===== config.mk =====
export PLATFORM = sky130hd
export DESIGN_NAME = flash_block_erase_sequencer
export DESIGN_NICKNAME = d
export VERILOG_FILES = /design/src/core/flash_erase_pkg.sv /design/src/core/flash_block_erase_sequencer.sv
export VERILOG_INCLUDE_DIRS = /design/src /design/src/core
export SDC_FILE = /design/constraint.sdc
export NUM_CORES = 1
export LEC_CHECK = 0
export BUFFER_PORTS_ARGS = -buffer_cell sky130_fd_sc_hd__buf_4
export CORE_UTILIZATION = 40
export DETAILED_ROUTE_END_ITERATION = 12
export GPL_TIMING_DRIVEN = 0
export HOLD_SLACK_MARGIN = 0.08
export MAX_ROUTING_LAYER = met4
export PLACE_DENSITY = 0.73
export SLEW_MARGIN = 20
export SYNTH_ARGS = -nofsm -noshare
export SYNTH_HDL_FRONTEND = slang
export SYNTH_SLANG_ARGS = --single-unit

===== constraint.sdc =====
create_clock -name clock -period 4.17 [get_ports clock]
set_input_delay 0.834 -clock clock [delete_from_list [all_inputs] [get_ports clock]]
set_output_delay 0.834 -clock clock [all_outputs]
set_load 0.005 [all_outputs]

===== src/core/flash_erase_cfg.svh =====
// constants for the flash block erase sequencer
`ifndef FLASH_ERASE_CFG_SVH
`define FLASH_ERASE_CFG_SVH
// ****************************************
// register byte offsets
// ****************************************
`define OFS_TABLE_POINTER 4'h0
`define OFS_NVM_CONTROL 4'h4
`define OFS_NVM_UNLOCK_PORT 4'h8
`define OFS_ERASE_STATUS 4'hc
// ****************************************
// control field positions
// ****************************************
`define BIT_START 0
`define BIT_PROGRAM_ENABLE 2
`define BIT_ERASE_SEL 4
`define BIT_CONFIG_SPACE_SEL 6
`define BIT_MEMORY_TARGET_SEL 7
// ****************************************
// values and timing
// ****************************************
`define UNLOCK_FIRST 8'h55
`define UNLOCK_SECOND 8'haa
`define PTR_RESET 22'h000000
`define CTRL_RESET 8'h00
`define BLOCK_BYTES 64
`define BLOCK_WORDS 32
`define ERASE_TIME_US 2000
`define CLOCK_MHZ 25
`define ERASE_CYCLES (`ERASE_TIME_US * `CLOCK_MHZ)
`endif


===== src/core/flash_erase_pkg.sv =====
// types of the flash block erase sequencer
package flash_erase_pkg;
    typedef enum logic [1:0] {
        unlock_idle,
        unlock_half,
        unlock_armed
    } unlock_state_t;
    typedef enum logic [1:0] {
        op_idle,
        op_erase,
        op_write
    } op_state_t;
    typedef struct packed {
        logic valid;
        logic [15:0] block;
    } erase_req_t;
endpackage


===== src/core/flash_block_erase_sequencer.sv =====
// flash block erase sequencer with avalon-mm register slave
`include "flash_erase_cfg.svh"
module flash_block_erase_sequencer
    import flash_erase_pkg::*;
#(
    parameter int ERASE_CYCLES = `ERASE_CYCLES,
    parameter int WRITE_CYCLES = `ERASE_CYCLES
) (
    input wire logic clock,
    input wire logic reset,
    input wire logic [3:0] avs_address,
    input wire logic avs_read,
    input wire logic avs_write,
    input wire logic [31:0] avs_writedata,
    input wire logic [3:0] avs_byteenable,
    output logic [31:0] avs_readdata,
    output logic avs_waitrequest,
    output logic cpu_stall,
    output logic erase_strobe,
    output logic [15:0] erase_block,
    output logic write_strobe,
    output logic [21:0] write_addr
);
    // ****************************************
    // bus handshake
    // ****************************************
    // one wait state: every access answers on the second edge
    logic ack_r;
    logic access;
    assign access = (avs_read | avs_write) & ~ack_r;
    always_ff @(posedge clock) begin
        if (reset) begin
            ack_r <= 1'b0;
        end else begin
            ack_r <= access;
        end
    end
    always_ff @(posedge clock) begin
        if (reset) begin
            avs_waitrequest <= 1'b1;
        end else begin
            avs_waitrequest <= ~access;
        end
    end
    logic wr_go;
    logic rd_go;
    assign wr_go = avs_write & ack_r;
    assign rd_go = avs_read & ack_r;
    function automatic logic hit(input logic [3:0] a, input logic [3:0] ofs);
        hit = (a == ofs);
    endfunction
    // ****************************************
    // table pointer and control
    // ****************************************
    logic [21:0] table_pointer_r;
    logic [7:0] ctrl_r;
    op_state_t op_r;
    // last timer count; declared here because the control register clears start on it
    logic op_nxt_done;
    always_ff @(posedge clock) begin
        if (reset) begin
            table_pointer_r <= `PTR_RESET;
        end else if (wr_go && hit(avs_address, `OFS_TABLE_POINTER) && op_r == op_idle) begin
            if (avs_byteenable[0]) begin
                table_pointer_r[7:0] <= avs_writedata[7:0];
            end
            if (avs_byteenable[1]) begin
                table_pointer_r[15:8] <= avs_writedata[15:8];
            end
            if (avs_byteenable[2]) begin
                table_pointer_r[21:16] <= avs_writedata[21:16];
            end
        end
    end
    logic start_req;
    assign start_req = wr_go && hit(avs_address, `OFS_NVM_CONTROL) && avs_byteenable[0]
                       && avs_writedata[`BIT_START];
    logic unlocked;
    logic launch;
    logic enabled_nxt;
    assign enabled_nxt = avs_writedata[`BIT_PROGRAM_ENABLE];
    // refused starts still write the other control bits and consume the unlock; program enable is checked as written
    assign launch = start_req && unlocked && enabled_nxt && op_r == op_idle;
    always_ff @(posedge clock) begin
        if (reset) begin
            ctrl_r <= `CTRL_RESET;
        end else if (wr_go && hit(avs_address, `OFS_NVM_CONTROL) && avs_byteenable[0]) begin
            ctrl_r <= avs_writedata[7:0];
            ctrl_r[`BIT_START] <= launch;
        end else if (op_r != op_idle && op_nxt_done) begin
            ctrl_r[`BIT_START] <= 1'b0;
        end
    end
    // ****************************************
    // unlock sequence
    // ****************************************
    unlock_state_t unlock_r;
    logic unlock_wr;
    assign unlock_wr = wr_go && hit(avs_address, `OFS_NVM_UNLOCK_PORT) && avs_byteenable[0];
    assign unlocked = (unlock_r == unlock_armed);
    always_ff @(posedge clock) begin
        if (reset) begin
            unlock_r <= unlock_idle;
        end else if (unlock_wr) begin
            case (unlock_r)
                unlock_idle: begin
                    unlock_r <= (avs_writedata[7:0] == `UNLOCK_FIRST) ? unlock_half : unlock_idle;
                end
                unlock_half: begin
                    unlock_r <= (avs_writedata[7:0] == `UNLOCK_SECOND) ? unlock_armed
                                                                        : unlock_idle;
                end
                default: begin
                    unlock_r <= unlock_idle;
                end
            endcase
        end else if (wr_go || rd_go) begin
            // the start write itself also consumes the unlock
            unlock_r <= unlock_idle;
        end
    end
    // ****************************************
    // programming timer
    // ****************************************
    logic [31:0] timer_r;
    assign op_nxt_done = (timer_r == 32'h00000001);
    always_ff @(posedge clock) begin
        if (reset) begin
            op_r <= op_idle;
            timer_r <= 32'h00000000;
        end else if (launch) begin
            // erase select picks erase for every target; config space and data targets still run the timer, only their strobe is dropped
            if (avs_writedata[`BIT_ERASE_SEL]) begin
                op_r <= op_erase;
                timer_r <= 32'(ERASE_CYCLES);
            end else begin
                op_r <= op_write;
                timer_r <= 32'(WRITE_CYCLES);
            end
        end else if (op_r != op_idle) begin
            if (op_nxt_done) begin
                op_r <= op_idle;
                timer_r <= 32'h00000000;
            end else begin
                timer_r <= timer_r - 32'h00000001;
            end
        end
    end
    // only flash program memory (target set, config clear) is erased from here
    logic prog_space;
    assign prog_space = avs_writedata[`BIT_MEMORY_TARGET_SEL]
                        & ~avs_writedata[`BIT_CONFIG_SPACE_SEL];
    // ****************************************
    // array-side outputs
    // ****************************************
    always_ff @(posedge clock) begin
        if (reset) begin
            cpu_stall <= 1'b0;
        end else begin
            cpu_stall <= launch | (op_r != op_idle && !op_nxt_done);
        end
    end
    always_ff @(posedge clock) begin
        if (reset) begin
            erase_strobe <= 1'b0;
            erase_block <= 16'h0000;
            write_strobe <= 1'b0;
            write_addr <= 22'h000000;
        end else begin
            // a single one-cycle strobe names one 32-word block; no word or bulk form
            erase_strobe <= launch && avs_writedata[`BIT_ERASE_SEL] && prog_space;
            write_strobe <= launch && !avs_writedata[`BIT_ERASE_SEL] && prog_space;
            if (launch) begin
                erase_block <= table_pointer_r[21:6];
                write_addr <= table_pointer_r;
            end
        end
    end
    // ****************************************
    // read data
    // ****************************************
    always_ff @(posedge clock) begin
        if (reset) begin
            avs_readdata <= 32'h00000000;
        end else if (access && avs_read) begin
            case (avs_address)
                `OFS_TABLE_POINTER: avs_readdata <= {10'h000, table_pointer_r};
                `OFS_NVM_CONTROL: avs_readdata <= {24'h000000, ctrl_r};
                `OFS_ERASE_STATUS: avs_readdata <= {28'h0000000, unlock_r == unlock_armed,
                                                    unlock_r == unlock_half,
                                                    op_r == op_write, op_r == op_erase};
                default: avs_readdata <= 32'h00000000;
            endcase
        end
    end
endmodule


==> results of run 1 <==
sequential cells by signal, summed over array words and instances, names as in the netlist:
register,count
op_r,2
write_strobe,1
write_addr,6
unlock_r,2
erase_block,16
erase_strobe,1
avs_waitrequest,1
cpu_stall,1
avs_readdata,22
timer_r,32
table_pointer_r,22
ctrl_r,8
ack_r,1
where the power goes:
part / leakage, uW / internal [uW] / switching (uW)
logic: 0.00132 / 37.9 / 60.1
clock network: 0.000292 / 965 / 477
registers: 0.000926 / 1100 / 1.80
layer usage:
metal | routed length (microns) | vias to the layer above | GRT usage, %
met5 | 0 | - | -
met4 | 243 | 0 | 9.56
met3 | 920 | 24 | 6.80
met2 | 6100 | 174 | 33.8
met1 | 5570 | 2213 | 26.0
li1 | - | 2266 | -
cells in the final DEF (no fill, tap or decap), types with 3 or more instances in the layout:
cell and instances:
o31ai_1 4, or3_1 5, o32ai_1 5, a21oi_1 63
or4_4 3, clkbuf_16 17, xnor2_1 22, nor2_1 68
nor4_1 21, inv_1 8, conb_1 10, nand4_1 5
nand2_1 97, nand3_1 33, nor3_1 10, dfxtp_1 115
o21ai_0 8, clkbuf_1 29, mux2i_1 12, buf_2 4
clkbuf_8 7, a32oi_1 4, buf_4 119, a22oi_1 10
nand2b_1 3, and3_1 3
critical path, stage by stage:
cell,delay (ps)
clkbuf_1,170
or4b_1,550
clkbuf_1,190
nor2_2,420
nand3_2,340
clkbuf_1,330
nor4_1,300
logic make-up (layout without fill, tap and decap cells):
| group | count (synthesis) | in the layout | synth area share [%] |
|---|---|---|---|
| simple gates | 265 | 265 | 25.2 |
| flops | 115 | 115 | 46.8 |
| fa+ha+maj | 2 | 2 | 0.509 |
| buf+inv | 67 | 190 | 7.71 |
| xor+xnor | 23 | 23 | 4.10 |
| other cells | 1 | 10 | 0.0763 |
| mux | 12 | 12 | 2.44 |
| compound gates | 105 | 105 | 13.2 |
final timing paths:
| path | startpoint | to | slack (ps) | depth (start not counted) |
|---|---|---|---|---|
| setup / recovery | avs_address[3] | write_strobe$_SDFF_PP0_ | 1340 | 7 |
| hold / removal | write_addr[2]$_SDFFE_PP0P_ | write_addr[2]$_SDFFE_PP0P_ | 450 | 2 |
| setup reg to reg | timer_r[2]$_SDFFE_PP0N_ | timer_r[27]$_SDFFE_PP0N_ | 1560 | 5 |
| hold reg to reg | write_addr[2]$_SDFFE_PP0P_ | write_addr[2]$_SDFFE_PP0P_ | 450 | 2 |
final cells by class:
cell class	count	area (sq um)	area share, %
plain buffers	59	349	5.44
clock buffers	26	519	8.08
clock inverters	4	70.1	1.09
inverters	8	30.0	0.468
multi-input cells	417	2270	35.3
flip-flops and latches	115	2300	35.8
well taps	147	184	2.86
repair buffers	93	698	10.9
stage by stage:
stage	cells	util [%]	setup WS (ps)	hold slack, ps
global placement	839	48.6	1010	441
floorplan	599	-	1480	444
CTS	869	53.5	1390	451
detailed placement	839	48.6	962	443
finish	869	53.5	1340	453
global route	869	53.5	1090	478
==> impl_metrics.prom, run 1 <==
# TYPE chip_impl_metric gauge
chip_impl_info{name="status",value="finished, final reports clean"} 1
chip_impl_metric{name="rows",unit=""} 40
chip_impl_metric{name="count_of_flip_flops_with_a_built_in_enable_after_synthesis",unit=""} 0
chip_impl_info{name="synth.area.top_cells",value="dfxtp_1 47%, nand2_1 7.4%, a21oi_1 6.4%"} 1
chip_impl_info{name="synth-main-ff-cell",value="dfxtp_1"} 1
chip_impl_metric{name="postSynth.asyncResetShare",unit="%"} 0
chip_impl_metric{name="fp.coreArea",unit="sq um"} 12000
chip_impl_metric{name="period_needed",unit="ps"} 2830
chip_impl_metric{name="worst_slew_pin_slew",unit="ps"} 986
chip_impl_metric{name="max_cap_viol_count",unit=""} 0
chip_impl_metric{name="nets",unit=""} 757
chip_impl_metric{name="final-hold-violation-count",unit=""} 0
chip_impl_metric{name="timing.clock.skew",unit="ps"} 6.08
chip_impl_metric{name="cts_resizes",unit=""} 0
chip_impl_metric{name="detailedRoute.firstPassIterationCount",unit=""} 5
chip_impl_metric{name="initial_utilization",unit="%"} 40.9
chip_impl_metric{name="cts-hold-fix-buffers",unit=""} 0
chip_impl_metric{name="fp.dieArea",unit="sq um"} 12700
chip_impl_metric{name="via_count",unit=""} 4677
chip_impl_metric{name="final_design_area_no_fill",unit="sq um"} 6420
chip_impl_info{name="timing_worst_setup_path_type",value="in2reg"} 1
chip_impl_metric{name="worst_ir_drop_vdd",unit="V"} 0.000268
chip_impl_info{name="yosys-top-cells-count",value="115 x dfxtp_1, 97 x nand2_1, 68 x nor2_1"} 1
chip_impl_metric{name="setup_violations",unit=""} 0
chip_impl_metric{name="detail_route.vias_per_cell",unit=""} 5.38
chip_impl_metric{name="mappedNetlistArea",unit="sq um"} 4920
chip_impl_metric{name="seq_area_frac_synth",unit="%"} 46.8
chip_impl_metric{name="drt-wirelength-per-cell",unit="microns"} 14.8
chip_impl_metric{name="clock.fmax",unit="GHz"} 0.354
chip_impl_metric{name="chip_width",unit="microns"} 113
chip_impl_metric{name="layout_cells_sized_above_1",unit="%"} 22.6
chip_impl_metric{name="relSlewSlack",unit="%"} 33.6
chip_impl_info{name="cts_tree",value="yes"} 1
chip_impl_metric{name="place.detailed.hpwl",unit="mm"} 9.38
chip_impl_metric{name="grt_pass1_vias",unit=""} 4457
chip_impl_metric{name="portBuffers",unit=""} 93
chip_impl_metric{name="yosys_warnings",unit=""} 0
chip_impl_metric{name="grt_antenna_before_repair",unit=""} 0
chip_impl_metric{name="top_level_ports",unit=""} 118
chip_impl_metric{name="grt-ovfl-total",unit=""} 0
chip_impl_metric{name="wirelength",unit="mm"} 12.8
chip_impl_metric{name="cp_data_required_time",unit="ps"} 4490
chip_impl_metric{name="power.leakage",unit="uW"} 0.00254
chip_impl_metric{name="gp_congestion",unit=""} 0.863
chip_impl_metric{name="total_power",unit="uW"} 2640
chip_impl_metric{name="die_y",unit="microns"} 113
chip_impl_info{name="hold_path.class",value="reg2reg"} 1
chip_impl_metric{name="clkLatencyLatePin",unit="ps"} 420
chip_impl_info{name="unrepaired_setup_endpoints_after_global_routing",value="no"} 1
chip_impl_metric{name="antenna_left",unit=""} 0
chip_impl_metric{name="postSynthCellCount",unit=""} 590
chip_impl_metric{name="power_density",unit="nW/um^2"} 412
chip_impl_metric{name="placed_area",unit="sq um"} 5830
chip_impl_metric{name="timing.setup.tns",unit="ps"} 0
chip_impl_metric{name="ctsLongestPathBuffers",unit=""} 2
chip_impl_metric{name="detail_route.drc_violations",unit=""} 0
chip_impl_metric{name="syn_area_per_cell",unit="sq um"} 8.33
chip_impl_metric{name="final.period_utilization",unit="%"} 67.8
chip_impl_metric{name="numCtsBuffers",unit=""} 17
chip_impl_metric{name="grt_util_all_layers",unit="%"} 21.8
chip_impl_info{name="clock-root-buffer",value="clkbuf_16"} 1
chip_impl_metric{name="synthToLayoutAreaGrowth",unit="%"} 30.6
chip_impl_metric{name="global_route_wire_length_before_repair",unit="mm"} 21.0
chip_impl_metric{name="critPathMaxFanout",unit=""} 10
chip_impl_metric{name="num_antenna_cells",unit=""} 0
chip_impl_metric{name="worst_setup_hold_path_clk_slew",unit="ps"} 50
chip_impl_info{name="startpoint_type",value="primary input"} 1
chip_impl_metric{name="synth_cell_type_count",unit=""} 49
chip_impl_info{name="yosysMostFrequentCell",value="dfxtp_1"} 1
chip_impl_metric{name="htree_levels",unit=""} 4
chip_impl_metric{name="netlist.area_leader.share",unit="%"} 46.8
chip_impl_metric{name="maxSlewViolCount",unit=""} 0
chip_impl_info{name="yosys_top_cell_by_area",value="dfxtp_1"} 1
chip_impl_metric{name="cts_setup_buffers",unit=""} 0
chip_impl_metric{name="dr.first_iter.drc_count",unit=""} 321
chip_impl_metric{name="cts.sinks",unit=""} 115
chip_impl_metric{name="fill_cells",unit=""} 1108
chip_impl_metric{name="crit_arrival",unit="ps"} 3150
chip_impl_metric{name="grt_max_degree",unit=""} 17
chip_impl_info{name="endpoint_kind",value="flip-flop"} 1
chip_impl_metric{name="yosys_register_bits",unit=""} 115
(Power assumes the default switching activity.)
==> run 2: changes to the inputs <==
--- a/config.mk
+++ b/config.mk
@@ -12,7 +12,7 @@
 export GPL_TIMING_DRIVEN = 0
 export HOLD_SLACK_MARGIN = 0.08
 export MAX_ROUTING_LAYER = met4
-export PLACE_DENSITY = 0.73
+export PLACE_DENSITY = 0.75
 export SLEW_MARGIN = 20
 export SYNTH_ARGS = -nofsm -noshare
 export SYNTH_HDL_FRONTEND = slang
==> constraint.sdc (replaced) <==
create_clock -name clock -period 2.45 [get_ports clock]
set_input_delay 0.49 -clock clock [delete_from_list [all_inputs] [get_ports clock]]
set_output_delay 0.49 -clock clock [all_outputs]
set_load 0.005 [all_outputs]
==> impl_metrics.prom, run 2 (same netlist as run 1, synthesis figures left out) <==
# TYPE chip_impl_metric gauge
chip_impl_metric{name="share_clk_of_total_power",unit="%"} 55.3
chip_impl_metric{name="max_cap_viol_count",unit=""} 0
chip_impl_info{name="cp_top_family",value="simple AND/OR/NAND/NOR gates"} 1
chip_impl_metric{name="period_needed",unit="ps"} 2440
chip_impl_metric{name="worst_reg2reg_setup_slack",unit="ps"} 10
chip_impl_metric{name="ctsLongestPathBuffers",unit=""} 2
chip_impl_metric{name="layout_cells_sized_above_1",unit="%"} 24.7
chip_impl_metric{name="initial_utilization",unit="%"} 40.9
chip_impl_info{name="unrepaired_setup_endpoints_after_global_routing",value="yes"} 1
chip_impl_metric{name="grt_util_all_layers",unit="%"} 21.6
chip_impl_metric{name="dr.first_iter.drc_count",unit=""} 342
chip_impl_metric{name="grt_max_degree",unit=""} 17
chip_impl_metric{name="clock.fmax",unit="GHz"} 0.410
chip_impl_info{name="layout_common_cells",value="124 x buf_4, 114 x dfxtp_1, 97 x nand2_1"} 1
chip_impl_metric{name="min_path_cells",unit=""} 3
chip_impl_metric{name="worst_ir_drop_vdd",unit="V"} 0.000470
chip_impl_metric{name="power.leakage",unit="uW"} 0.00258
chip_impl_metric{name="final-hold-violation-count",unit=""} 0
chip_impl_metric{name="power_report.internal_total",unit="uW"} 3620
chip_impl_metric{name="final.period_utilization",unit="%"} 99.6
chip_impl_metric{name="ff2ff_path_depth",unit=""} 6
chip_impl_metric{name="wirelength",unit="mm"} 13.1
chip_impl_metric{name="clkLatencyLatePin",unit="ps"} 410
chip_impl_metric{name="gp_congestion",unit=""} 0.862
chip_impl_metric{name="via_count",unit=""} 4704
chip_impl_info{name="reg.largest.list",value="timer_r x32, avs_readdata x22, table_pointer_r x22"} 1
chip_impl_metric{name="die_y",unit="microns"} 113
chip_impl_metric{name="numCtsBuffers",unit=""} 17
chip_impl_metric{name="netSwitchingFraction",unit="%"} 21.2
chip_impl_metric{name="nets",unit=""} 763
chip_impl_info{name="crit_path_top_delay_cell",value="or4_4"} 1
chip_impl_metric{name="fin_worst_hold_slack",unit="ps"} 341
chip_impl_metric{name="fp.dieArea",unit="sq um"} 12700
chip_impl_metric{name="timing.clock.skew",unit="ps"} 10.1
chip_impl_metric{name="worst_slew_pin_slew",unit="ps"} 736
chip_impl_info{name="status",value="finished, final reports clean"} 1
chip_impl_metric{name="seqPwrFrac",unit="%"} 40.9
chip_impl_metric{name="dpl_worst_slack",unit="ps"} -573
chip_impl_metric{name="detailedRoute.firstPassIterationCount",unit=""} 5
chip_impl_metric{name="cts.sinks",unit=""} 115
chip_impl_info{name="clock-root-buffer",value="clkbuf_16"} 1
chip_impl_info{name="regToRegEndpoint",value="timer_r[6]$_SDFFE_PP0P_"} 1
chip_impl_metric{name="portBuffers",unit=""} 93
chip_impl_info{name="endpoint_kind",value="flip-flop"} 1
chip_impl_info{name="cts_tree",value="yes"} 1
chip_impl_metric{name="worst_setup_hold_path_clk_slew",unit="ps"} 50
chip_impl_metric{name="fp.coreArea",unit="sq um"} 12000
chip_impl_metric{name="crit_arrival",unit="ps"} 2710
chip_impl_metric{name="synthToLayoutAreaGrowth",unit="%"} 33.1
chip_impl_info{name="layout.cells.most_common",value="buf_4"} 1
chip_impl_metric{name="grt_antenna_before_repair",unit=""} 0
chip_impl_info{name="worstSetupStartpoint",value="timer_r[24]$_SDFFE_PP0N_"} 1
chip_impl_metric{name="antenna_left",unit=""} 0
chip_impl_metric{name="power_density",unit="nW/um^2"} 701
chip_impl_metric{name="cp_data_required_time",unit="ps"} 2730
chip_impl_info{name="register_name_with_the_most_flops",value="timer_r"} 1
chip_impl_metric{name="chip_width",unit="microns"} 113
chip_impl_metric{name="power.net_switching",unit="uW"} 973
chip_impl_metric{name="power.share.combinational",unit="%"} 3.8
chip_impl_info{name="hold_path.class",value="in2reg"} 1
chip_impl_metric{name="cp_slowest_stage_delay",unit="ps"} 550
chip_impl_info{name="holdPathEnd",value="table_pointer_r[12]$_SDFFE_PP0P_"} 1
chip_impl_metric{name="htree_levels",unit=""} 4
chip_impl_metric{name="global_route_wire_length_before_repair",unit="mm"} 21.0
chip_impl_metric{name="detail_route.drc_violations",unit=""} 0
chip_impl_info{name="critPathMostFrequentCell",value="or4_4"} 1
chip_impl_info{name="hold_path.startpoint",value="avs_writedata[12]"} 1
chip_impl_metric{name="final.setup.worst_slack",unit="ps"} 10.6
chip_impl_metric{name="setup_violations",unit=""} 0
chip_impl_metric{name="place.detailed.hpwl",unit="mm"} 9.30
chip_impl_metric{name="fill_cells",unit=""} 1059
chip_impl_metric{name="top_level_ports",unit=""} 118
chip_impl_metric{name="relSlewSlack",unit="%"} 50.2
chip_impl_metric{name="grt-ovfl-total",unit=""} 0
chip_impl_metric{name="total_power",unit="uW"} 4590
chip_impl_metric{name="grt_pass1_vias",unit=""} 4414
chip_impl_metric{name="rows",unit=""} 40
chip_impl_metric{name="largest_register_ffs",unit=""} 32
chip_impl_metric{name="cts-hold-fix-buffers",unit=""} 0
chip_impl_metric{name="path_buf_inv",unit=""} 1
chip_impl_metric{name="critPathMaxFanout",unit=""} 5
chip_impl_metric{name="drt-wirelength-per-cell",unit="microns"} 15.0
chip_impl_metric{name="maxSlewViolCount",unit=""} 0
chip_impl_metric{name="detail_route.vias_per_cell",unit=""} 5.36
chip_impl_info{name="timing_worst_setup_path_type",value="reg2reg"} 1
chip_impl_info{name="startpoint_type",value="flip-flop"} 1
chip_impl_info{name="r2r-start",value="timer_r[24]$_SDFFE_PP0N_"} 1
chip_impl_info{name="critical_path.cell_chain",value="or4_4 -> or4_4 -> or4_4 -> clkbuf_16 -> a32oi_2 -> o221ai_1"} 1
chip_impl_metric{name="num_antenna_cells",unit=""} 0
[run 2: cell count changes in the layout (fill, tap and decap cells not counted), sizes merged]
cell and delta:
clkinv +2, buf +6, bufinv +1, clkinvlp +5
clkbuf -6
[run 2: power by group through the flow]
stage	sequential [uW]	clock [uW]	combinational [uW]
2_1_floorplan	1920	0	85.5
3_3_place_gp	1920	0	162
3_5_place_dp	1920	0	166
4_1_cts	1880	2560	169
5_1_grt	1880	2660	186
6_report	1880	2540	173
[run 2: worst reg2reg max path, delay by kind of cell (launching register included)]
| kind | cells | cell delay, ps |
|---|---|---|
| DFF | 1 | 340 |
| AOI/OAI and AO/OA | 2 | 310 |
| buffers and inverters | 1 | 190 |
| and+or+nand+nor | 3 | 1470 |
[run 2: timing repair]
item	CTS	global route
setup buffers	1	4
cloned	0	1
resized for setup	5	3
setup endpoints to repair	39	53
pin swaps	2	3
[run 2: per-stage QoR]
step                      utilization (%)  cells  setup TNS (ps)  area (sq um)
after floorplan                         -    599               0          4950
final                                54.5    877               0          6550
after detailed placement             48.6    839          -23320          5830
after global placement               48.6    839          -19180          5830
after CTS                            54.0    872               0          6490
after global routing                 54.5    877            -100          6550
[run 2: final cells by class]
| type | instances | area, sq um | share of cell area [%] |
|---|---|---|---|
| inverters | 8 | 30.0 | 0.459 |
| repair buffers | 99 | 747 | 11.4 |
| plain buffers | 59 | 362 | 5.52 |
| multi-input cells | 417 | 2300 | 35.1 |
| well taps | 147 | 184 | 2.81 |
| clock inverters | 12 | 155 | 2.37 |
| clock buffers | 20 | 467 | 7.13 |
| flip-flops and latches | 115 | 2300 | 35.2 |
[run 2: per-layer routing]
layer / GRT usage, % / routed length (microns) / vias to the layer above
met4: 8.68 / 279 / 0
li1: - / - / 2270
met2: 34.7 / 6320 / 187
met3: 5.20 / 911 / 25
met1: 26.2 / 5640 / 2222
met5: - / 0 / -
[run 2: worst max path at each step]
stage	endpoint	slack, ps	cells after the start
global placement	write_strobe$_SDFF_PP0_	-490	7
finish	timer_r[6]$_SDFFE_PP0P_	10	6
detailed placement	write_strobe$_SDFF_PP0_	-570	7
global route	timer_r[6]$_SDFFE_PP0P_	-60	6
floorplan	timer_r[8]$_SDFFE_PP0P_	80	6
CTS	timer_r[6]$_SDFFE_PP0P_	5	6
